**config.mk**
```make
export PLATFORM = sky130hd
export DESIGN_NAME = smr_top
export DESIGN_NICKNAME = d
export VERILOG_FILES = /design/src/design/smr_pkg.sv /design/src/design/smr_rom_if.sv /design/src/design/smr_rom.sv /design/src/design/smr_sync2.sv /design/src/design/smr_top.sv
export SDC_FILE = /design/constraint.sdc
export NUM_CORES = 1
export LEC_CHECK = 0
export BUFFER_PORTS_ARGS = -buffer_cell sky130_fd_sc_hd__buf_2
export CAP_MARGIN = 20
export CORE_MARGIN = 8
export CORE_UTILIZATION = 39
export DETAILED_ROUTE_END_ITERATION = 12
export PLACE_DENSITY = 0.71
export SETUP_SLACK_MARGIN = 0.3
export SYNTH_ARGS = -nofsm -noshare
export SYNTH_HDL_FRONTEND = slang
export SYNTH_SLANG_ARGS = --single-unit
```
**constraint.sdc**
```tcl
create_clock -name sys_clk -period 2.64 [get_ports sys_clk]
set_clock_uncertainty 0.1 [all_clocks]
set_input_delay 0.132 -clock sys_clk [delete_from_list [all_inputs] [get_ports sys_clk]]
set_output_delay 0.132 -clock sys_clk [all_outputs]
set_load 0.1 [all_outputs]
```
**src/design/smr_pkg.sv**
```systemverilog
// Purpose: Shared constants for the sector map table slice
// Assumes: Byte-wide table reads and a 32-bit register port
// Notes: Table dwords are built from these fields in smr_rom
package smr_pkg;

  localparam int SMR_REG_AW = 8;
  localparam int SMR_TBL_AW = 8;
  localparam int SMR_IDX_W = 2;

  // Register offsets
  localparam logic [7:0] SMR_REG_CTRL = 8'h00;
  localparam logic [7:0] SMR_REG_STATUS = 8'h04;
  localparam logic [7:0] SMR_REG_RDCNT = 8'h08;
  localparam logic [7:0] SMR_REG_WIDX = 8'h0c;
  localparam logic [7:0] SMR_REG_WORD = 8'h10;

  localparam int SMR_CTRL_EN_BIT = 0;
  localparam int SMR_CTRL_ALT_BIT = 1;
  localparam logic [1:0] SMR_CTRL_RST = 2'h3;
  localparam int SMR_STAT_SIZE_BIT = 0;
  localparam int SMR_STAT_MISS_BIT = 1;
  localparam int SMR_STAT_LAST_LSB = 8;
  localparam logic [SMR_IDX_W-1:0] SMR_WIDX_RST = 2'h0;
  localparam logic [7:0] SMR_BYTE_RST = 8'h00;

  // Table window in the primary space, and the alternate space shift
  localparam logic [7:0] SMR_TBL_BASE = 8'h58;
  localparam logic [7:0] SMR_TBL_LAST = 8'h67;
  localparam logic [7:0] SMR_ALT_SHIFT = 8'h02;
  localparam logic [7:0] SMR_FILL = 8'hff;

  // Last detection descriptor
  localparam logic [7:0] SMR_DET_MASK = 8'h02;
  localparam logic [1:0] SMR_DET_ALEN = 2'h3;
  localparam logic [1:0] SMR_DET_RFU2 = 2'h3;
  localparam logic [3:0] SMR_DET_LAT = 4'hf;
  localparam logic [7:0] SMR_DET_INSTR = 8'h65;
  localparam logic [5:0] SMR_RFU6 = 6'h3f;
  localparam logic SMR_DET_CMD_DESC = 1'b0;
  localparam logic SMR_DET_LAST = 1'b1;
  localparam logic [31:0] SMR_DET_ADDR = 32'h0000_0004;

  // Configuration-0 header and its first region
  localparam logic [7:0] SMR_MAP_RFU = 8'hff;
  localparam logic [7:0] SMR_MAP_RCNT = 8'h02;
  localparam logic [7:0] SMR_MAP_CFGID = 8'h00;
  localparam logic SMR_MAP_DESC = 1'b1;
  localparam logic SMR_MAP_LAST = 1'b0;
  localparam logic [23:0] SMR_R0_SIZE = 24'h00007f;
  localparam logic [3:0] SMR_R0_RFU = 4'hf;
  localparam logic [3:0] SMR_R0_ERASE = 4'h1;

  typedef enum logic [1:0] {
    SMR_ST_IDLE = 2'b01,
    SMR_ST_RESP = 2'b10
  } smr_state_e;

endpackage

```
**src/design/smr_rom_if.sv**
```systemverilog
// Purpose: Dword lookup channel between the server and the table store
// Assumes: Purely combinational lookup
// Notes: One instance per reader
`timescale 1ns/1ns
`default_nettype none
interface smr_rom_if;
  logic [smr_pkg::SMR_IDX_W-1:0] idx;
  logic [31:0] dword;
  modport client(output idx, input dword);
  modport rom(input idx, output dword);
endinterface
`default_nettype wire

```
**src/design/smr_rom.sv**
```systemverilog
// Purpose: Constant store of four table dwords
// Assumes: Index 0 is the dword at the table base
// Notes: Bytes are picked least significant first by the reader
`timescale 1ns/1ns
`default_nettype none
module smr_rom (
  smr_rom_if.rom port
);
  import smr_pkg::*;

  always_comb begin
    case (port.idx)
      2'd0: port.dword = {SMR_DET_MASK, SMR_DET_ALEN, SMR_DET_RFU2, SMR_DET_LAT, SMR_DET_INSTR,
                          SMR_RFU6, SMR_DET_CMD_DESC, SMR_DET_LAST}; // see RULE_01 RULE_02 RULE_03 RULE_04 RULE_06
      2'd1: port.dword = SMR_DET_ADDR; // see RULE_05
      2'd2: port.dword = {SMR_MAP_RFU, SMR_MAP_RCNT, SMR_MAP_CFGID,
                          SMR_RFU6, SMR_MAP_DESC, SMR_MAP_LAST}; // see RULE_07 RULE_08 RULE_09
      2'd3: port.dword = {SMR_R0_SIZE, SMR_R0_RFU, SMR_R0_ERASE}; // see RULE_10 RULE_11
      default: port.dword = {4{SMR_FILL}};
    endcase
  end

endmodule
`default_nettype wire

```
**src/design/smr_sync2.sv**
```systemverilog
// Purpose: Two-stage synchroniser for pin inputs
// Assumes: Pin is asynchronous to sys_clk
// Notes: First stage feeds only the second
`timescale 1ns/1ns
`default_nettype none
module smr_sync2 #(
  parameter int W = 1
) (
  input wire logic sys_clk,
  input wire logic reset_n,
  input wire logic clk_en,
  input wire logic [W-1:0] d,
  output logic [W-1:0] q
);
  logic [W-1:0] meta_r;

  always_ff @(posedge sys_clk or negedge reset_n) begin
    if (!reset_n) begin
      meta_r <= '0;
      q <= '0;
    end else if (clk_en) begin
      meta_r <= d;
      q <= meta_r;
    end
  end

endmodule
`default_nettype wire

```
**src/design/smr_top.sv**
```systemverilog
// Purpose: Serves a slice of the sector map parameter table byte by byte
// Assumes: Command decoding happens upstream; requests arrive on sys_clk
// Notes: Read data is registered and valid one cycle after the request
//
// Notes on behaviour
// RULE_01: Detect mask byte selects bit one
// RULE_02: Detect instruction is read-any-register 65h
// RULE_03: Address length and latency both variable
// RULE_04: Detect descriptor bit zero marks last
// RULE_05: Detect address is the config register four
// RULE_06: Command descriptor bit clear, upper bits ones
// RULE_07: Three regions, configuration id zero
// RULE_08: Header top byte reads all ones
// RULE_09: Header is map descriptor, more follow
// RULE_10: First region size code is 7Fh
// RULE_11: Only erase type one supported, top ones
// RULE_12: Little-endian bytes, alternate space two higher
`timescale 1ns/1ns
`default_nettype none
module smr_top #(
  parameter int unsigned CNT_W = 16
) (
  input wire logic sys_clk,
  input wire logic reset_n,
  input wire logic clk_en,
  input wire logic [smr_pkg::SMR_REG_AW-1:0] reg_addr,
  input wire logic [31:0] reg_wdata,
  input wire logic reg_wr,
  input wire logic reg_rd,
  output logic [31:0] reg_rdata,
  input wire logic tbl_rd,
  input wire logic tbl_space,
  input wire logic [smr_pkg::SMR_TBL_AW-1:0] tbl_addr,
  output logic [7:0] tbl_rdata,
  output logic tbl_valid,
  output logic tbl_hit,
  input wire logic sector_size_pin,
  output logic uniform_sector_size_select
);
  import smr_pkg::*;

  logic [1:0] ctrl_r;
  logic miss_r;
  logic [CNT_W-1:0] rdcnt_r;
  logic [SMR_IDX_W-1:0] widx_r;
  logic [7:0] last_byte_r;
  logic [7:0] tbl_rdata_r;
  logic tbl_hit_r;
  logic [31:0] reg_rdata_r;
  smr_state_e state_r;
  smr_state_e state_nxt;

  logic size_sync;
  logic [7:0] prim_ofs;
  logic [7:0] rel_ofs;
  logic in_window;
  logic alt_ok;
  logic hit_now;
  logic [1:0] lane;
  logic [7:0] lane_byte;
  logic miss_evt;
  logic miss_clr;
  logic step;

  smr_rom_if tbl_if ();
  smr_rom_if word_if ();

  smr_rom u_rom_tbl (
    .port(tbl_if.rom)
  );

  smr_rom u_rom_word (
    .port(word_if.rom)
  );

  smr_sync2 #(
    .W(1)
  ) u_size_sync (
    .sys_clk(sys_clk),
    .reset_n(reset_n),
    .clk_en(clk_en),
    .d(sector_size_pin),
    .q(size_sync)
  );

  // Alternate space sits two above the primary one
  always_comb begin
    prim_ofs = tbl_space ? 8'(tbl_addr - SMR_ALT_SHIFT) : tbl_addr; // see RULE_12
    in_window = (prim_ofs >= SMR_TBL_BASE) && (prim_ofs <= SMR_TBL_LAST);
    rel_ofs = 8'(prim_ofs - SMR_TBL_BASE);
    // Low alternate addresses wrap to FEh and FFh, which lie outside the window
    alt_ok = !tbl_space || (ctrl_r[SMR_CTRL_ALT_BIT] && (tbl_addr >= SMR_ALT_SHIFT));
    hit_now = ctrl_r[SMR_CTRL_EN_BIT] && in_window && alt_ok;
    lane = rel_ofs[1:0];
  end

  assign tbl_if.idx = rel_ofs[3:2];
  assign word_if.idx = widx_r;
  assign lane_byte = tbl_if.dword[8*lane +: 8]; // see RULE_12

  assign step = clk_en && tbl_rd;
  assign miss_evt = step && !hit_now;
  assign miss_clr = clk_en && reg_wr && (reg_addr == SMR_REG_STATUS) && reg_wdata[SMR_STAT_MISS_BIT];

  // Response sequencer; back-to-back requests keep it in RESP
  always_comb begin
    case (state_r)
      SMR_ST_IDLE: state_nxt = tbl_rd ? SMR_ST_RESP : SMR_ST_IDLE;
      SMR_ST_RESP: state_nxt = tbl_rd ? SMR_ST_RESP : SMR_ST_IDLE;
      default: state_nxt = SMR_ST_IDLE;
    endcase
  end

  always_ff @(posedge sys_clk or negedge reset_n) begin
    if (!reset_n) begin
      state_r <= SMR_ST_IDLE;
    end else if (clk_en) begin
      state_r <= state_nxt;
    end
  end

  assign tbl_valid = (state_r == SMR_ST_RESP);

  // Table byte out; misses read as erased fill
  always_ff @(posedge sys_clk or negedge reset_n) begin
    if (!reset_n) begin
      tbl_rdata_r <= SMR_BYTE_RST;
      tbl_hit_r <= 1'b0;
    end else if (step) begin
      tbl_rdata_r <= hit_now ? lane_byte : SMR_FILL;
      tbl_hit_r <= hit_now;
    end
  end

  assign tbl_rdata = tbl_rdata_r;
  assign tbl_hit = tbl_hit_r;

  always_ff @(posedge sys_clk or negedge reset_n) begin
    if (!reset_n) begin
      last_byte_r <= SMR_BYTE_RST;
    end else if (step && hit_now) begin
      last_byte_r <= lane_byte;
    end
  end

  always_ff @(posedge sys_clk or negedge reset_n) begin
    if (!reset_n) begin
      ctrl_r <= SMR_CTRL_RST;
    end else if (clk_en && reg_wr && (reg_addr == SMR_REG_CTRL)) begin
      ctrl_r <= reg_wdata[1:0];
    end
  end

  always_ff @(posedge sys_clk or negedge reset_n) begin
    if (!reset_n) begin
      widx_r <= SMR_WIDX_RST;
    end else if (clk_en && reg_wr && (reg_addr == SMR_REG_WIDX)) begin
      widx_r <= reg_wdata[SMR_IDX_W-1:0];
    end
  end

  // Sticky miss flag: a new miss beats a clear in the same cycle
  always_ff @(posedge sys_clk or negedge reset_n) begin
    if (!reset_n) begin
      miss_r <= 1'b0;
    end else if (clk_en) begin
      miss_r <= (miss_r && !miss_clr) || miss_evt;
    end
  end

  // Hit counter saturates rather than wrapping so software never sees a false low
  always_ff @(posedge sys_clk or negedge reset_n) begin
    if (!reset_n) begin
      rdcnt_r <= '0;
    end else if (clk_en && reg_wr && (reg_addr == SMR_REG_RDCNT)) begin
      rdcnt_r <= '0;
    end else if (step && hit_now && (rdcnt_r != '1)) begin
      rdcnt_r <= rdcnt_r + 1'b1;
    end
  end

  assign uniform_sector_size_select = size_sync;

  // Register read data stands only in the cycle after the strobe
  always_ff @(posedge sys_clk or negedge reset_n) begin
    if (!reset_n) begin
      reg_rdata_r <= '0;
    end else if (clk_en) begin
      reg_rdata_r <= '0;
      if (reg_rd) begin
        case (reg_addr)
          SMR_REG_CTRL: reg_rdata_r <= {30'h0, ctrl_r};
          SMR_REG_STATUS: reg_rdata_r <= {16'h0, last_byte_r, 6'h0, miss_r, size_sync};
          SMR_REG_RDCNT: reg_rdata_r <= 32'(rdcnt_r);
          SMR_REG_WIDX: reg_rdata_r <= {30'h0, widx_r};
          SMR_REG_WORD: reg_rdata_r <= word_if.dword;
          default: reg_rdata_r <= '0;
        endcase
      end
    end
  end

  assign reg_rdata = reg_rdata_r;

  // Checks on the served bytes
  logic prim_req;
  logic alt_req;
  assign prim_req = step && hit_now && !tbl_space;
  assign alt_req = step && hit_now && tbl_space;

  property p_r01_mask;
    @(posedge sys_clk) disable iff (!reset_n)
      prim_req && (tbl_addr == 8'h5b) |=> (tbl_rdata == 8'h02) && tbl_hit;
  endproperty
  a_r01_mask: assert property (p_r01_mask) else $error("detect mask byte wrong"); // see RULE_01

  property p_r02_instr;
    @(posedge sys_clk) disable iff (!reset_n)
      prim_req && (tbl_addr == 8'h59) |=> tbl_rdata == 8'h65;
  endproperty
  a_r02_instr: assert property (p_r02_instr) else $error("detect instruction byte wrong"); // see RULE_02

  property p_r03_alen_lat;
    @(posedge sys_clk) disable iff (!reset_n)
      prim_req && (tbl_addr == 8'h5a) |=> (tbl_rdata[7:6] == 2'b11) && (tbl_rdata[3:0] == 4'b1111);
  endproperty
  a_r03_alen_lat: assert property (p_r03_alen_lat) else $error("variable length or latency code wrong"); // see RULE_03

  property p_r04_last;
    @(posedge sys_clk) disable iff (!reset_n)
      prim_req && (tbl_addr == 8'h58) |=> tbl_valid && tbl_rdata[0];
  endproperty
  a_r04_last: assert property (p_r04_last) else $error("end descriptor bit not set"); // see RULE_04

  property p_r05_addr;
    @(posedge sys_clk) disable iff (!reset_n)
      prim_req && (tbl_addr == 8'h5c) |=> tbl_rdata == 8'h04;
  endproperty
  a_r05_addr: assert property (p_r05_addr) else $error("detect address low byte wrong"); // see RULE_05

  property p_r05_hi;
    @(posedge sys_clk) disable iff (!reset_n)
      prim_req && (tbl_addr >= 8'h5d) && (tbl_addr <= 8'h5f) |=> tbl_rdata == 8'h00;
  endproperty
  a_r05_hi: assert property (p_r05_hi) else $error("detect address upper bytes not zero"); // see RULE_05

  property p_r06_desc;
    @(posedge sys_clk) disable iff (!reset_n)
      prim_req && (tbl_addr == 8'h58) |=> (tbl_rdata[7:1] == 7'b1111110);
  endproperty
  a_r06_desc: assert property (p_r06_desc) else $error("command descriptor bits wrong"); // see RULE_06

  property p_r07_count_id;
    @(posedge sys_clk) disable iff (!reset_n)
      prim_req && ((tbl_addr == 8'h61) || (tbl_addr == 8'h62))
      |=> tbl_rdata == (($past(tbl_addr) == 8'h62) ? 8'h02 : 8'h00);
  endproperty
  a_r07_count_id: assert property (p_r07_count_id) else $error("region count or configuration id wrong"); // see RULE_07

  property p_r08_rfu;
    @(posedge sys_clk) disable iff (!reset_n)
      prim_req && (tbl_addr == 8'h63) |=> tbl_rdata == 8'hff;
  endproperty
  a_r08_rfu: assert property (p_r08_rfu) else $error("header reserved byte not ones"); // see RULE_08

  property p_r09_map;
    @(posedge sys_clk) disable iff (!reset_n)
      prim_req && (tbl_addr == 8'h60) |=> (tbl_rdata[1:0] == 2'b10) && (tbl_rdata[7:2] == 6'h3f);
  endproperty
  a_r09_map: assert property (p_r09_map) else $error("map descriptor bits wrong"); // see RULE_09

  property p_r10_size;
    @(posedge sys_clk) disable iff (!reset_n)
      prim_req && (tbl_addr == 8'h65) |=> tbl_rdata == 8'h7f;
  endproperty
  a_r10_size: assert property (p_r10_size) else $error("region size byte wrong"); // see RULE_10

  property p_r11_erase;
    @(posedge sys_clk) disable iff (!reset_n)
      prim_req && (tbl_addr == 8'h64) |=> tbl_rdata == 8'hf1;
  endproperty
  a_r11_erase: assert property (p_r11_erase) else $error("erase support byte wrong"); // see RULE_11

  property p_r12_alt;
    @(posedge sys_clk) disable iff (!reset_n)
      alt_req && (tbl_addr == 8'h5a) |=> (tbl_rdata == 8'hfd) && tbl_hit;
  endproperty
  a_r12_alt: assert property (p_r12_alt) else $error("alternate space byte misplaced"); // see RULE_12

  property p_r12_miss;
    @(posedge sys_clk) disable iff (!reset_n)
      step && !hit_now |=> (tbl_rdata == 8'hff) && !tbl_hit && miss_r;
  endproperty
  a_r12_miss: assert property (p_r12_miss) else $error("out-of-window read not filled"); // see RULE_12

  // Handshake, freeze, alternate-disable, miss-clear and word-view checks
  property p_r12_valid;
    @(posedge sys_clk) disable iff (!reset_n)
      step |=> tbl_valid;
  endproperty
  a_r12_valid: assert property (p_r12_valid) else $error("accepted request got no valid"); // see RULE_12

  property p_r12_quiet;
    @(posedge sys_clk) disable iff (!reset_n)
      clk_en && !tbl_rd |=> !tbl_valid;
  endproperty
  a_r12_quiet: assert property (p_r12_quiet) else $error("valid without a request"); // see RULE_12

  property p_r12_freeze;
    @(posedge sys_clk) disable iff (!reset_n)
      !clk_en |=> $stable(tbl_rdata) && $stable(tbl_hit) && $stable(tbl_valid);
  endproperty
  a_r12_freeze: assert property (p_r12_freeze) else $error("table outputs moved while frozen"); // see RULE_12

  property p_r12_alt_off;
    @(posedge sys_clk) disable iff (!reset_n)
      step && tbl_space && !ctrl_r[SMR_CTRL_ALT_BIT] |=> !tbl_hit && (tbl_rdata == SMR_FILL);
  endproperty
  a_r12_alt_off: assert property (p_r12_alt_off) else $error("alternate read served while disabled"); // see RULE_12

  property p_r12_miss_clr;
    @(posedge sys_clk) disable iff (!reset_n)
      miss_clr && !miss_evt |=> !miss_r;
  endproperty
  a_r12_miss_clr: assert property (p_r12_miss_clr) else $error("miss flag not cleared"); // see RULE_12

  property p_r05_word;
    @(posedge sys_clk) disable iff (!reset_n)
      clk_en && reg_rd && (reg_addr == SMR_REG_WORD) && (widx_r == 2'h1) |=> reg_rdata == 32'h0000_0004;
  endproperty
  a_r05_word: assert property (p_r05_word) else $error("word view of detect address wrong"); // see RULE_05

  property p_r10_word;
    @(posedge sys_clk) disable iff (!reset_n)
      clk_en && reg_rd && (reg_addr == SMR_REG_WORD) && (widx_r == 2'h3) |=> reg_rdata == 32'h0000_7ff1;
  endproperty
  a_r10_word: assert property (p_r10_word) else $error("word view of first region wrong"); // see RULE_10 RULE_11

  c_prim_read: cover property (@(posedge sys_clk) disable iff (!reset_n) prim_req ##1 tbl_valid);
  c_alt_read: cover property (@(posedge sys_clk) disable iff (!reset_n) alt_req ##1 tbl_hit);
  c_miss_race: cover property (@(posedge sys_clk) disable iff (!reset_n) miss_evt && miss_clr);
  c_burst: cover property (@(posedge sys_clk) disable iff (!reset_n) step [*4]);
  c_frozen_req: cover property (@(posedge sys_clk) disable iff (!reset_n) !clk_en && tbl_rd);

endmodule
`default_nettype wire

```
## Yosys cells after proc, flatten, opt, wreduce, memory -nomap -nowiden

Index checks and enable logic that the tools add are counted.

| operators by class | value |
|---|---|
| eq/ne operators | 13 |
| magnitude comparators | 3 |
| mux-type cells | 10 |
| $add $sub $neg | 3 |
| reduce and logical (&&, ||, !) cells | 25 |
| multipliers | 0 |
| shift-type cells | 1 |
| div/mod/pow operators | 0 |
| bitwise logic cells | 0 |

Operators with widths:

| kind | count |
|---|---|
| $pmux W32 S4 | 2 |
| $pmux W32 S5 | 1 |
| $mux W16 | 2 |
| $mux W32 | 1 |
| $shiftx A32 B6 Y8 | 1 |
| $add A16 B1 Y16 const B | 1 |
| $eq A8 B4 Y1 const B | 2 |
| $mux W8 | 2 |
| $ne A16 B16 Y1 const B | 1 |
| $logic_and A1 B1 Y1 | 15 |
| $eq A2 B2 Y1 const B | 5 |
| $eq A8 B3 Y1 const B | 1 |
| $eq A8 B5 Y1 const B | 1 |
| $ge A8 B2 Y1 const B | 1 |
| $ge A8 B7 Y1 const B | 1 |
| $le A8 B7 Y1 const B | 1 |
| $logic_not A8 Y1 | 1 |
| $sub A8 B2 Y8 const B | 1 |
| $eq A2 B1 Y1 const B | 3 |
| $logic_not A2 Y1 | 2 |
| $mux W2 | 2 |
| $sub A4 B4 Y4 const B | 1 |
| $logic_not A1 Y1 | 3 |
| $logic_or A1 B1 Y1 | 2 |
| other kinds (2) | 2 |

| word-level totals | value |
|---|---|
| logic and storage cells | 66 |
| memories | 0 |
| bits in writable memories | 0 |
| register bits | 74 |
| memory bits (read-only) | 0 |
| bits in latches | 0 |

## Logic depth before layout (Yosys ltp)

Gate-level depths: netlist of run 1.

| depth | value |
|---|---|
| word-level depth | 10 |
| mapped depth | 15 |
| gate-level depth less buffers | 12 |

## Hierarchy

Synthesis of run 1 repeated with hierarchy kept, for this count alone.

| unflattened totals | value |
|---|---|
| cells, all modules | 436 |
| area total of the unflattened synthesis | 4409.2 sq um |

By module, submodules not included:

| module | area each (sq um) | cells each | sequential area each (sq um) | instances |
|---|---|---|---|---|
| smr_top | 3778.6 | 358 | 1805.5 | 1 |
| smr_rom | 279.0 | 37 | 0.0 | 2 |
| smr_sync2 | 72.6 | 4 | 50.0 | 1 |

## Worst setup path after synthesis of run 1

No wires, ideal clock.

| timing path | value |
|---|---|
| kind | input port to flip-flop |
| start point | in tbl_addr[1] (netlist bit) |
| end point | reg rdcnt_r[14] |
| slack | -0.240 ns |
| buffers on the path | 2 |
| arrival | 2.702 ns |
| library setup time | 0.078 ns |
| data required time | 2.462 ns |
| cell stages on the path | 14 |
| cells stage by stage | inv_1 ha_1 and3b_1 buf_2 or2_2 inv_1 ha_1 nand2_1 o22a_1 o31a_1 o21ba_1 buf_6 or4_1 a21oi_1 |

| between the ends | value |
|---|---|
| word-level cells in the longest chain between the ends | 9 |
| elaborated cells between the ends (all ways) | 13 |
| those cells by class | add/sub (1); order compare (3); mux (1); reduce/logical (8) |

RTL lines:

| item | line | source |
|---|---|---|
| start: declaration | smr_top.sv:33 | `input wire logic [smr_pkg::SMR_TBL_AW-1:0] tbl_addr,` |
| $sub A8 B2 Y8 | smr_top.sv:88 | `prim_ofs = tbl_space ? 8'(tbl_addr - SMR_ALT_SHIFT) : tbl_addr;` |
| $mux W8 | smr_top.sv:88 |  |
| $ge A8 B7 Y1 or $le A8 B7 Y1 (tied branches) | smr_top.sv:89 | `in_window = (prim_ofs >= SMR_TBL_BASE) && (prim_ofs <= SMR_TBL_LAST);` |
| $logic_and A1 B1 Y1 | smr_top.sv:89 |  |
| $logic_and A1 B1 Y1 | smr_top.sv:93 | `hit_now = ctrl_r[SMR_CTRL_EN_BIT] && in_window && alt_ok;` |
| $logic_and A1 B1 Y1 (*) | smr_top.sv:93 |  |
| $logic_and A1 B1 Y1 (*) | - |  |
| $logic_and A1 B1 Y1 (*) | smr_top.sv:177 | `end else if (step && hit_now && (rdcnt_r != '1)) begin` |
| $reduce_bool A2 Y1 (no source line) (*) | - |  |
| end signal: assignment | smr_top.sv:178 | `rdcnt_r <= rdcnt_r + 1'b1;` |
| end: declaration | smr_top.sv:44 | `logic [CNT_W-1:0] rdcnt_r;` |

Mark *: on every way between the ends. The rest lies on a longest branch, timed or not.
A chain may end at the register's enable or synchronous reset.

## Final worst setup path of run 1

| timing path | value |
|---|---|
| start point | in tbl_addr[2] (netlist bit) |
| end point | reg last_byte_r[1] |

| between the ends | value |
|---|---|
| word-level cells in the longest chain between the ends | 7 |
| elaborated cells between the ends (all ways) | 18 |
| those cells by class | add/sub (2); order compare (3); eq/ne (3); shift (1); mux (2); reduce/logical (7) |

RTL lines:

| item | line | source |
|---|---|---|
| branches (longest 7 deep; another with $sub A8 B2 Y8) | - |  |
| end signal: assignment | smr_top.sv:142 | `last_byte_r <= lane_byte;` |
| end: declaration | smr_top.sv:46 | `logic [7:0] last_byte_r;` |

Several ways; the timed one is not identified. The select of a mux whose other input is x is not followed.

==> results of run 1 <==
## worst paths after layout
check / start / to / slack, ns / cells after the start
setup / recovery: tbl_addr[2] / last_byte_r[1]$_DFFE_PN0P_ / 0.33 / 14
hold / removal: reg_rd / reg_rdata[30]$_DFFE_PN0P_ / 0.02 / 3
setup reg to reg: rdcnt_r[8]$_DFFE_PN0P_ / rdcnt_r[14]$_DFFE_PN0P_ / 0.39 / 6
hold reg to reg: tbl_hit$_DFFE_PN0P_ / tbl_hit$_DFFE_PN0P_ / 0.38 / 2
max in group asynchronous: reset_n / ctrl_r[1]$_DFFE_PN1P_ / 1.57 / 3
min in group asynchronous: reset_n / reg_rdata[10]$_DFFE_PN0P_ / 0.14 / 2
## critical path: stages
cell and delay [ns]:
buf_12 0.09, inv_12 0.03, ha_4 0.14, and3b_1 0.16
or2_4 0.27, inv_4 0.06, ha_4 0.12, nand2_2 0.05
o22a_1 0.19, o31a_1 0.34, o21ba_4 0.25, buf_6 0.12
nor2_4 0.15, mux2_4 0.31
## where the power goes
part	internal, mW	switching, mW
Sequential	0.922	0.0103
Clock	0.457	0.356
Combinational	0.118	0.187
Total	1.50	0.553
## layout make-up
| class | instances | area share |
|---|---|---|
| clock buffer | 11 | 0.0316 |
| clock inverter | 5 | 0.0118 |
| inverter | 30 | 0.0297 |
| multi-input combinational | 259 | 0.414 |
| sequential | 59 | 0.332 |
| tap | 108 | 0.0302 |
| timing repair buffer | 107 | 0.151 |
## cells by family (layout without fill, tap and decap cells)
group,count (synthesis),count (layout)
and+or+nand+nor,118,118
xor gates and xnor gates,3,3
buffers and inverters,61,153
AOI/OAI and AO/OA,109,110
adders and majority gates,15,15
DFF,59,59
muxes,13,13
## sequential cells by signal, indices dropped and copies added, names as in the netlist
signal	cells
u_size_sync.q	1
reg_rdata	19
state_r	2
u_size_sync.meta_r	1
tbl_rdata	7
widx_r	2
ctrl_r	2
miss_r	1
rdcnt_r	16
tbl_hit	1
last_byte_r	7
## metal layers
metal / vias up / share of wire
met1: 1568 / 0.44
met4: 0 / 0.022
met2: 142 / 0.45
met3: 19 / 0.088
met5: - / 0
li1: 1561 / -
## cells in the mapped netlist (3+ instances only)
cell type / n
ha_1: 15
o22a_1: 9
mux2i_1: 6
buf_4: 14
inv_1: 30
a21oi_1: 25
nand3_1: 13
a31oi_1: 3
a221oi_1: 7
and4_1: 3
and3_1: 6
nand2_1: 28
dfrtp_1: 56
nor3_1: 8
nor2_1: 18
o21ai_0: 19
buf_6: 3
nand4_1: 5
o31ai_1: 4
dfstp_2: 3
o211ai_1: 3
clkbuf_1: 11
or4_1: 9
or3_1: 8
mux2_2: 7
o22ai_1: 20
nand2b_1: 5
## per-stage QoR
stage | power [mW] | setup TNS, ns | cell area [sq um] | utilization | worst slack [ns]
final | 2.05 | 0 | 4470 | 0.510 | 0.328
after global routing | 2.13 | 0 | 4470 | 0.510 | 0.269
after CTS | 2.05 | 0 | 4360 | 0.498 | 0.331
after detailed placement | 1.23 | -1.59 | 4120 | 0.470 | -0.156
after global placement | 1.22 | -0.645 | 4120 | 0.470 | -0.0823
after floorplan | 1.12 | 0 | 3620 | - | 0.0949
## timing repair
action / CTS / global route
setup buffers: 0 / 4
pin swaps: 0 / 6
endpoints found under the hold margin: 37 / 0
cloned: 0 / 2
resized for setup: 3 / 17
endpoints found under the setup margin: 15 / 10
hold buffers: 4 / 0
==> key figures, run 1 <==
Detailed routing
  – Drt pass-1 iters: 5
  – Remaining antenna violation count after routing: 0
  – DR vias/cell: 5.68
  – WL per Instance: 16.3 um
  – Drt initial violations: 228
  – # DRC: 0
  – DRT Wirelength: 9430 um
  – Via count: 3290

Synthesis
  – Fraction of registers with async set or reset after synthesis: 1.00
  – Post-synth EDFFs: 0
  – Post-Synth Adder-Cell Area: 0.0532
  – #FFs+latches synth: 59
  – YS warnings: 0
  – Distinct cell type count after synthesis: 59
  – Seq/Total Area, Yosys: 0.420
  – Largest family of logic cells by synthesized area: compound AO/OA/AOI/OAI gates
  – Average size of a mapped cell: 9.33 sq um
  – Top cells by area, synth: dfrtp_1 40%, ha_1 5.3%, a21oi_1 3.5%, o22ai_1 3.5%, inv_1 3.2%
  – Synth top area share: 0.397
  – Synthesized net count: 449
  – Mapped Area: 3530 sq um
  – Post-synth top area cell: dfrtp_1
  – Simple-Gate Fraction of Synth Area: 0.188
  – Cells after Synth: 378
  – Post-Synth XOR/XNOR Area: 0.00958
  – Top_reg_cell synth: dfrtp_1
  – Post-synthesis compound-gate area fraction: 0.203
  – Post-synthesis mux area share: 0.0394

Global routing
  – Met3 GRT Util: 0.0476
  – Gr usage total: 0.145
  – Most used routing layer: met2
  – First-pass GRT wire length: 15200 um
  – Met2 Usage GRT: 0.222
  – M1 GR Usage: 0.187
  – Largest net degree at the start of global routing: 32
  – Vias in the first global route: 3214
  – Total gr overflow: 0
  – Initial antenna violation count: 0

Floorplanning
  – Boundary pin count: 99
  – Core Area: 8760 sq um
  – Rows: 34
  – Die span in y: 111 um
  – Die Width: 111 um
  – Full die area: 12300 sq um
  – Initial Util: 0.402

Flow run
  – # Max-Cap Violations: 0

Critical path
  – Worst Path Max Fanout: 6
  – Crit end category: register
  – Crit Path Class: input pin to register
  – Critical path required time: 2.76 ns
  – Arrival time at the worst endpoint: 2.43 ns
  – Worst setup SP type: input pin

Cells and area
  – Syn-to-layout area delta: 26.7%
  – Final non-filler cell total: 579
  – Fin nets: 537
  – Antenna fix cells: 0
  – Layout cell share with drive strength beyond 1: 0.331
  – Area used by multi-input combinational logic: 1850 sq um
  – Most common cell after layout, fill and taps aside: buf_2
  – Most frequent cells in the layout: 67 x buf_2, 55 x dfrtp_1, 31 x buf_4
  – Register area: 1480 sq um
  – Fill count: 818

STA
  – Setup violations, final: 0
  – Worst slew margin: 0.484
  – Slew Viols, Final: 0
  – Tightest Pin Transition: 0.772 ns
  – Hold slack final: 0.0203 ns
  – Final period utilization: 0.876
  – Final Hold Vio Count: 0
  – Tmin final: 2.31 ns
  – Max Clk Rate: 432 MHz
  – RSZ-0062 raised after global routing: true

Clock network
  – Clock transition at the registers of the reported paths: 0.06 ns
  – Max clock buf depth: 2
  – Number of clock sinks: 59
  – TritonCTS Buffers: 9
  – Worst-skew pair later-pin latency: 0.34 ns
  – CTS tree: done
  – H-tree levels: 3
  – Root Buffer: clkbuf_8

Pwr
  – PD cells: 459 nW/um^2
  – Pleak: 2.02 nW
  – VDD IR max: 0.194 mV

Placement
  – Detailed Place HPWL: 7090 um
  – Placed insts: 553
  – GP Congestion: 0.861
  – PortBufs: 68

Min path
  – Hold Crit Class: input pin to register

Status
  – Status: finished clean
Power figures use the tool's default switching activity.
==> run 2, diff against run 1 <==
--- a/config.mk
+++ b/config.mk
@@ -10,5 +10,5 @@
 export CORE_MARGIN = 8
-export CORE_UTILIZATION = 39
+export CORE_UTILIZATION = 30
 export DETAILED_ROUTE_END_ITERATION = 12
-export PLACE_DENSITY = 0.71
+export PLACE_DENSITY = 0.59
 export SETUP_SLACK_MARGIN = 0.3
==> constraint.sdc (replaced) <==
create_clock -name sys_clk -period 2.64 [get_ports sys_clk]
set_clock_uncertainty 0.1 [all_clocks]
set_input_delay 0 -clock sys_clk [delete_from_list [all_inputs] [get_ports sys_clk]]
set_output_delay 0 -clock sys_clk [all_outputs]
set_load 0.1 [all_outputs]
==> run 2 against run 1 <==
Via count is 2.0% lower; count of clock-buffer cells in the layout stayed put; critical path depth stayed put; sequential share of layout area down 1.2 points.
==> key figures, run 2 (synthesis gave the netlist of run 1 again) <==
Global routing
  – Gr usage total: 0.122
  – Initial antenna violation count: 0
  – Total gr overflow: 0
  – Largest net degree at the start of global routing: 60
  – First-pass GRT wire length: 15900 um
  – Vias in the first global route: 3232

STA
  – Tmin final: 2.30 ns
  – Setup violations, final: 0
  – Max Clk Rate: 434 MHz
  – Fin Setup TNS: 0 ns
  – Tightest Pin Transition: 0.744 ns
  – Worst slew margin: 0.504
  – Final Hold Vio Count: 0
  – Slew Viols, Final: 0
  – RSZ-0062 raised after global routing: true
  – Final period utilization: 0.873

Pwr
  – Pleak: 2.07 nW
  – Total Power: 2.37 mW
  – PD cells: 512 nW/um^2
  – VDD IR max: 0.252 mV

Cells and area
  – Layout cell share with drive strength beyond 1: 0.316
  – Fill count: 1143
  – Area used by multi-input combinational logic: 1840 sq um
  – Most frequent cells in the layout: 66 x buf_2, 56 x dfrtp_1, 27 x nand2_1, 27 x inv_1, 23 x buf_4
  – Syn-to-layout area delta: 31.1%
  – Max FFs per register: 19
  – Most common cell after layout, fill and taps aside: buf_2
  – Final instance area: 4630 sq um
  – Fin nets: 533
  – Antenna fix cells: 0
  – Final non-filler cell total: 608
  – Register area: 1480 sq um
  – Core occupancy in the finished layout: 0.403

Floorplanning
  – Core Area: 11500 sq um
  – Die span in y: 124 um
  – Boundary pin count: 99
  – Die Width: 124 um
  – Rows: 39
  – Full die area: 15500 sq um
  – Initial Util: 0.308

Status
  – Status: finished clean

Min path
  – Hold Crit Class: input pin to register

Critical path
  – Arrival time at the worst endpoint: 2.46 ns
  – CP peak stage delay: 0.47 ns
  – Crit Path Class: input pin to register
  – Cell chain of the critical path: buf_12, inv_12, ha_4, and3b_2, or2_4, inv_4, ha_4, nand2_2, o22a_1, o31a_1, o21ba_4, buf_12, or4_4, a21oi_2
  – Worst setup SP type: input pin
  – Buf+Inv Stages, Crit Path: 4
  – CP top delay family: simple AND/OR/NAND/NOR gates
  – Critical path's slowest cell: or4_4
  – Crit end category: register
  – Critical path required time: 2.80 ns
  – Worst Path Max Fanout: 5

Clock network
  – Root Buffer: clkbuf_16
  – CTS tree: done
  – Clock transition at the registers of the reported paths: 0.05 ns
  – H-tree levels: 3
  – Number of clock sinks: 59
  – TritonCTS Buffers: 9
  – Max clock buf depth: 2
  – Worst-skew pair later-pin latency: 0.33 ns

Placement
  – Post-DP Area: 4130 sq um
  – PortBufs: 68
  – Detailed Place HPWL: 7210 um
  – Placed insts: 583
  – GP Congestion: 0.841

Detailed routing
  – Drt initial violations: 133
  – Drt pass-1 iters: 4
  – DR vias/cell: 5.30
  – # DRC: 0
  – Remaining antenna violation count after routing: 0
  – WL per Instance: 16.1 um
  – Via count: 3223
  – DRT Wirelength: 9780 um

Flow run
  – # Max-Cap Violations: 0
run 2: timing repair:
| item | 4_1_cts | 5_1_grt |
|---|---|---|
| gates cloned | 0 | 2 |
| buffers inserted | 0 | 1 |
| pin swaps | 0 | 6 |
| resized for setup | 1 | 23 |
| endpoints found under the setup margin | 3 | 22 |
| hold endpoints to repair | 65 | 0 |
| hold buffers | 8 | 0 |
run 2: worst reg2reg max path, delay by kind of cell, from the launching register on:
| kind | cells | cell delay, ns |
|---|---|---|
| compound gates | 1 | 0.12 |
| simple gates | 5 | 1.52 |
| flops | 1 | 0.42 |
run 2: worst paths after layout:
path / to / startpoint / cells past startpoint / slack [ns]
max in group asynchronous: reg_rdata[7]$_DFFE_PN0P_ / reset_n / 3 / 1.68
setup reg to reg: rdcnt_r[14]$_DFFE_PN0P_ / rdcnt_r[3]$_DFFE_PN0P_ / 6 / 0.40
hold reg to reg: tbl_hit$_DFFE_PN0P_ / tbl_hit$_DFFE_PN0P_ / 2 / 0.41
hold / removal: tbl_hit$_DFFE_PN0P_ / tbl_rd / 4 / 0.04
setup / recovery: rdcnt_r[7]$_DFFE_PN0P_ / tbl_addr[2] / 14 / 0.34
min in group asynchronous: state_r[1]$_DFFE_PN0P_ / reset_n / 3 / 0.25
run 2: power by group:
group	internal [mW]	switching, mW
Combinational	0.129	0.190
Clock	0.740	0.373
Sequential	0.924	0.0104
run 2: final cells by class:
cell class / instances / area share
clock inverters: 3 / 0.00866
multi-input cells: 258 / 0.399
repair buffers: 104 / 0.153
inverters: 30 / 0.0287
well taps: 143 / 0.0387
flip-flops and latches: 59 / 0.320
clock buffers: 11 / 0.0525
run 2: per-layer routing:
| metal | wire length (um) | global-route usage |
|---|---|---|
| met1 | 4460 | 0.151 |
| met2 | 4610 | 0.194 |
| met3 | 475 | 0.0294 |
| met4 | 240 | 0.0631 |
| met5 | 0 | 0 |
run 2: stage by stage:
| step | setup slack (ns) | hold slack, ns |
|---|---|---|
| 4_1_cts | 0.356 | 0.0541 |
| 2_1_floorplan | 0.226 | -0.396 |
| 3_5_place_dp | 0.0224 | 0.105 |
| 3_3_place_gp | 0.0818 | 0.0912 |
| 6_report | 0.337 | 0.0437 |
| 5_1_grt | 0.255 | 0.105 |
==> run 3, diff against run 2 <==
ABC_AREA = 1   (was unset)
PLACE_DENSITY = 0.57   (was 0.59)
SYNTH_HIERARCHICAL = 1   (was unset)
==> run 3 against run 2 <==
Maximum frequency is 8.1% higher; core utilization is 5.7 points lower; via count is 18% higher; die area is 28% higher; non-clock buffer count is 19 lower; hold slack worse by 0.013 ns; register-to-register slack better by 0.11 ns; critical endpoint is now rdcnt_r[15]$_DFFE_PN0P_; largest power group unchanged.
==> key figures, run 3 <==
Synthesis
  – #FFs+latches synth: 74
  – Commonest cells in the synthesized netlist: 108 x nand2_1, 71 x dfrtp_1, 64 x inv_1, 51 x buf_4, 49 x nor2_1
  – Top cells by area, synth: dfrtp_1 38%, nand2_1 8.7%, buf_4 8.2%, inv_1 5.2%, nand3_1 4.5%
  – Top_reg_cell synth: dfrtp_1
  – Synth top area share: 0.382
  – Average size of a mapped cell: 8.16 sq um
  – Cells after Synth: 571
  – Post-synth EDFFs: 0
  – Synthesized net count: 641
  – Fraction of registers with async set or reset after synthesis: 1.00
  – Top-count cell post-synth: nand2_1
  – Distinct cell type count after synthesis: 37
  – Seq/Total Area, Yosys: 0.398
  – Mapped Area: 4660 sq um
  – Post-synth top area cell: dfrtp_1
  – YS warnings: 6

Global routing
  – Initial antenna violation count: 0
  – Gr usage total: 0.116
  – First-pass GRT wire length: 18800 um
  – Vias in the first global route: 3809
  – Total gr overflow: 0
  – Largest net degree at the start of global routing: 40

Pwr
  – NetSw: 702 uW
  – VDD IR max: 0.357 mV
  – Switch share: 0.252
  – Pleak: 2.67 nW
  – Seq pwr share: 0.416
  – Pint: 2.08 mW
  – PD cells: 528 nW/um^2
  – Clk network pwr share: 0.483
  – Comb pwr share: 0.101

Floorplanning
  – Rows: 45
  – Die Width: 141 um
  – Full die area: 19800 sq um
  – Core Area: 15200 sq um
  – Initial Util: 0.306
  – Die span in y: 141 um
  – Boundary pin count: 99

Critical path
  – Worst setup SP type: register
  – Worst Path Max Fanout: 16
  – Crit Path Class: register to register
  – Critical path required time: 2.81 ns
  – Arrival time at the worst endpoint: 2.31 ns
  – Crit end category: register

Placement
  – Detailed Place HPWL: 8250 um
  – PortBufs: 68
  – GP Congestion: 0.874

Cells and area
  – Fin nets: 670
  – Antenna fix cells: 0
  – Fill count: 1611
  – Max FFs per register: 32
  – Core occupancy in the finished layout: 0.347
  – Most frequent cells in the layout: 108 x nand2_1, 71 x dfrtp_1, 68 x buf_2
  – Most common cell after layout, fill and taps aside: nand2_1
  – Syn-to-layout area delta: 13.2%
  – Layout cell share with drive strength beyond 1: 0.200

STA
  – Slew Viols, Final: 0
  – Tmin final: 2.13 ns
  – RSZ-0062 raised after global routing: false
  – Final period utilization: 0.807
  – Worst slew margin: 0.440
  – Max Clk Rate: 469 MHz
  – Tightest Pin Transition: 0.841 ns
  – Fin Setup TNS: 0 ns
  – Hold slack final: 0.0307 ns
  – Final Hold Vio Count: 0
  – Setup violations, final: 0

Clock network
  – Max clock buf depth: 2
  – Number of clock sinks: 74
  – Setup Buffers After CTS: 0
  – CTS tree: done
  – Clock transition at the registers of the reported paths: 0.06 ns
  – Worst-skew pair later-pin latency: 0.34 ns
  – Root Buffer: clkbuf_16
  – TritonCTS Buffers: 9
  – H-tree levels: 3

Detailed routing
  – DR vias/cell: 4.78
  – Remaining antenna violation count after routing: 0
  – Top Layer Used: met4
  – Drt initial violations: 220
  – DRT Wirelength: 11200 um
  – # DRC: 0
  – WL met3: 608 um
  – WL met1: 5470 um
  – Via count: 3791
  – Met2 Wirelength: 5040 um
  – Drt pass-1 iters: 4
  – WL per Instance: 14.1 um

Status
  – Status: finished clean

Min path
  – Hold Crit Class: input pin to register

Flow run
  – # Max-Cap Violations: 0
## run 3: worst max-delay path, stage by stage, from the launching register on
cell and delay [ns]:
dfrtp_1 0.42, ha_1 0.23, nand3_1 0.14, inv_2 0.07, nand3_1 0.16, nor2_1 0.09
nand2_1 0.15, clkinv_1 0.17, nor2_8 0.32, nand3_1 0.12, nand2_1 0.08
## run 3: metal layers
metal / global-route usage / up-vias
met3: 0.0381 / 9
met5: 0 / -
met4: 0.0266 / 0
met1: 0.146 / 1799
li1: - / 1888
met2: 0.187 / 95
## run 3: area by class of cell
class	count	area (sq um)	area share
inverter	71	267	0.0506
sequential	74	1860	0.352
clock inverter	7	101	0.0192
multi-input combinational	359	2080	0.394
tap	188	235	0.0446
timing repair buffer	85	508	0.0964
clock buffer	9	225	0.0427
## run 3: timing repair
| item | CTS | global route |
|---|---|---|
| hold buffers | 11 | 0 |
| hold endpoints to repair | 42 | 0 |
| endpoints found under the setup margin | 0 | 16 |
| resized for setup | 0 | 1 |
## run 3: final timing paths
kind | depth (start not counted) | slack, ns | from | end
max | 10 | 0.51 | rdcnt_r[0]$_DFFE_PN0P_ | rdcnt_r[15]$_DFFE_PN0P_
min in group asynchronous | 2 | 0.21 | reset_n | reg_rdata[30]$_DFFE_PN0P_
min reg2reg | 2 | 0.38 | u_size_sync/meta_r$_DFFE_PN0P_ | u_size_sync/q$_DFFE_PN0P_
max reg2reg | 10 | 0.51 | rdcnt_r[0]$_DFFE_PN0P_ | rdcnt_r[15]$_DFFE_PN0P_
max in group asynchronous | 3 | 1.52 | reset_n | rdcnt_r[8]$_DFFE_PN0P_
min | 5 | 0.03 | tbl_addr[7] | miss_r$_DFFE_PN0P_
## run 3: stage by stage
stage	setup slack [ns]	cell area, sq um	total power, mW	cells
global placement	0.306	4820	1.43	766
finish	0.510	5270	2.78	793
detailed placement	0.160	4820	1.44	766
floorplan	0.665	4660	1.42	571
CTS	0.437	5260	2.81	793
global route	0.325	5270	2.89	793
## run 3: kinds of logic (layout without fill, tap and decap cells)
logic type	count (synthesis)	in the layout	synth area share
xor gates and xnor gates	13	13	0.0244
DFF	74	74	0.398
AOI/OAI and AO/OA	82	82	0.113
adders and majority gates	14	14	0.0376
other	2	2	0.00161
and+or+nand+nor	232	232	0.231
muxes	16	16	0.0365
buffers and inverters	138	172	0.157
## run 3: power by group through the flow
stage	Sequential (mW)	Combinational (mW)	Clock [mW]
global placement	1.18	0.255	0
detailed placement	1.18	0.264	0
CTS	1.16	0.280	1.38
global route	1.16	0.313	1.42
finish	1.16	0.280	1.34
floorplan	1.19	0.228	0
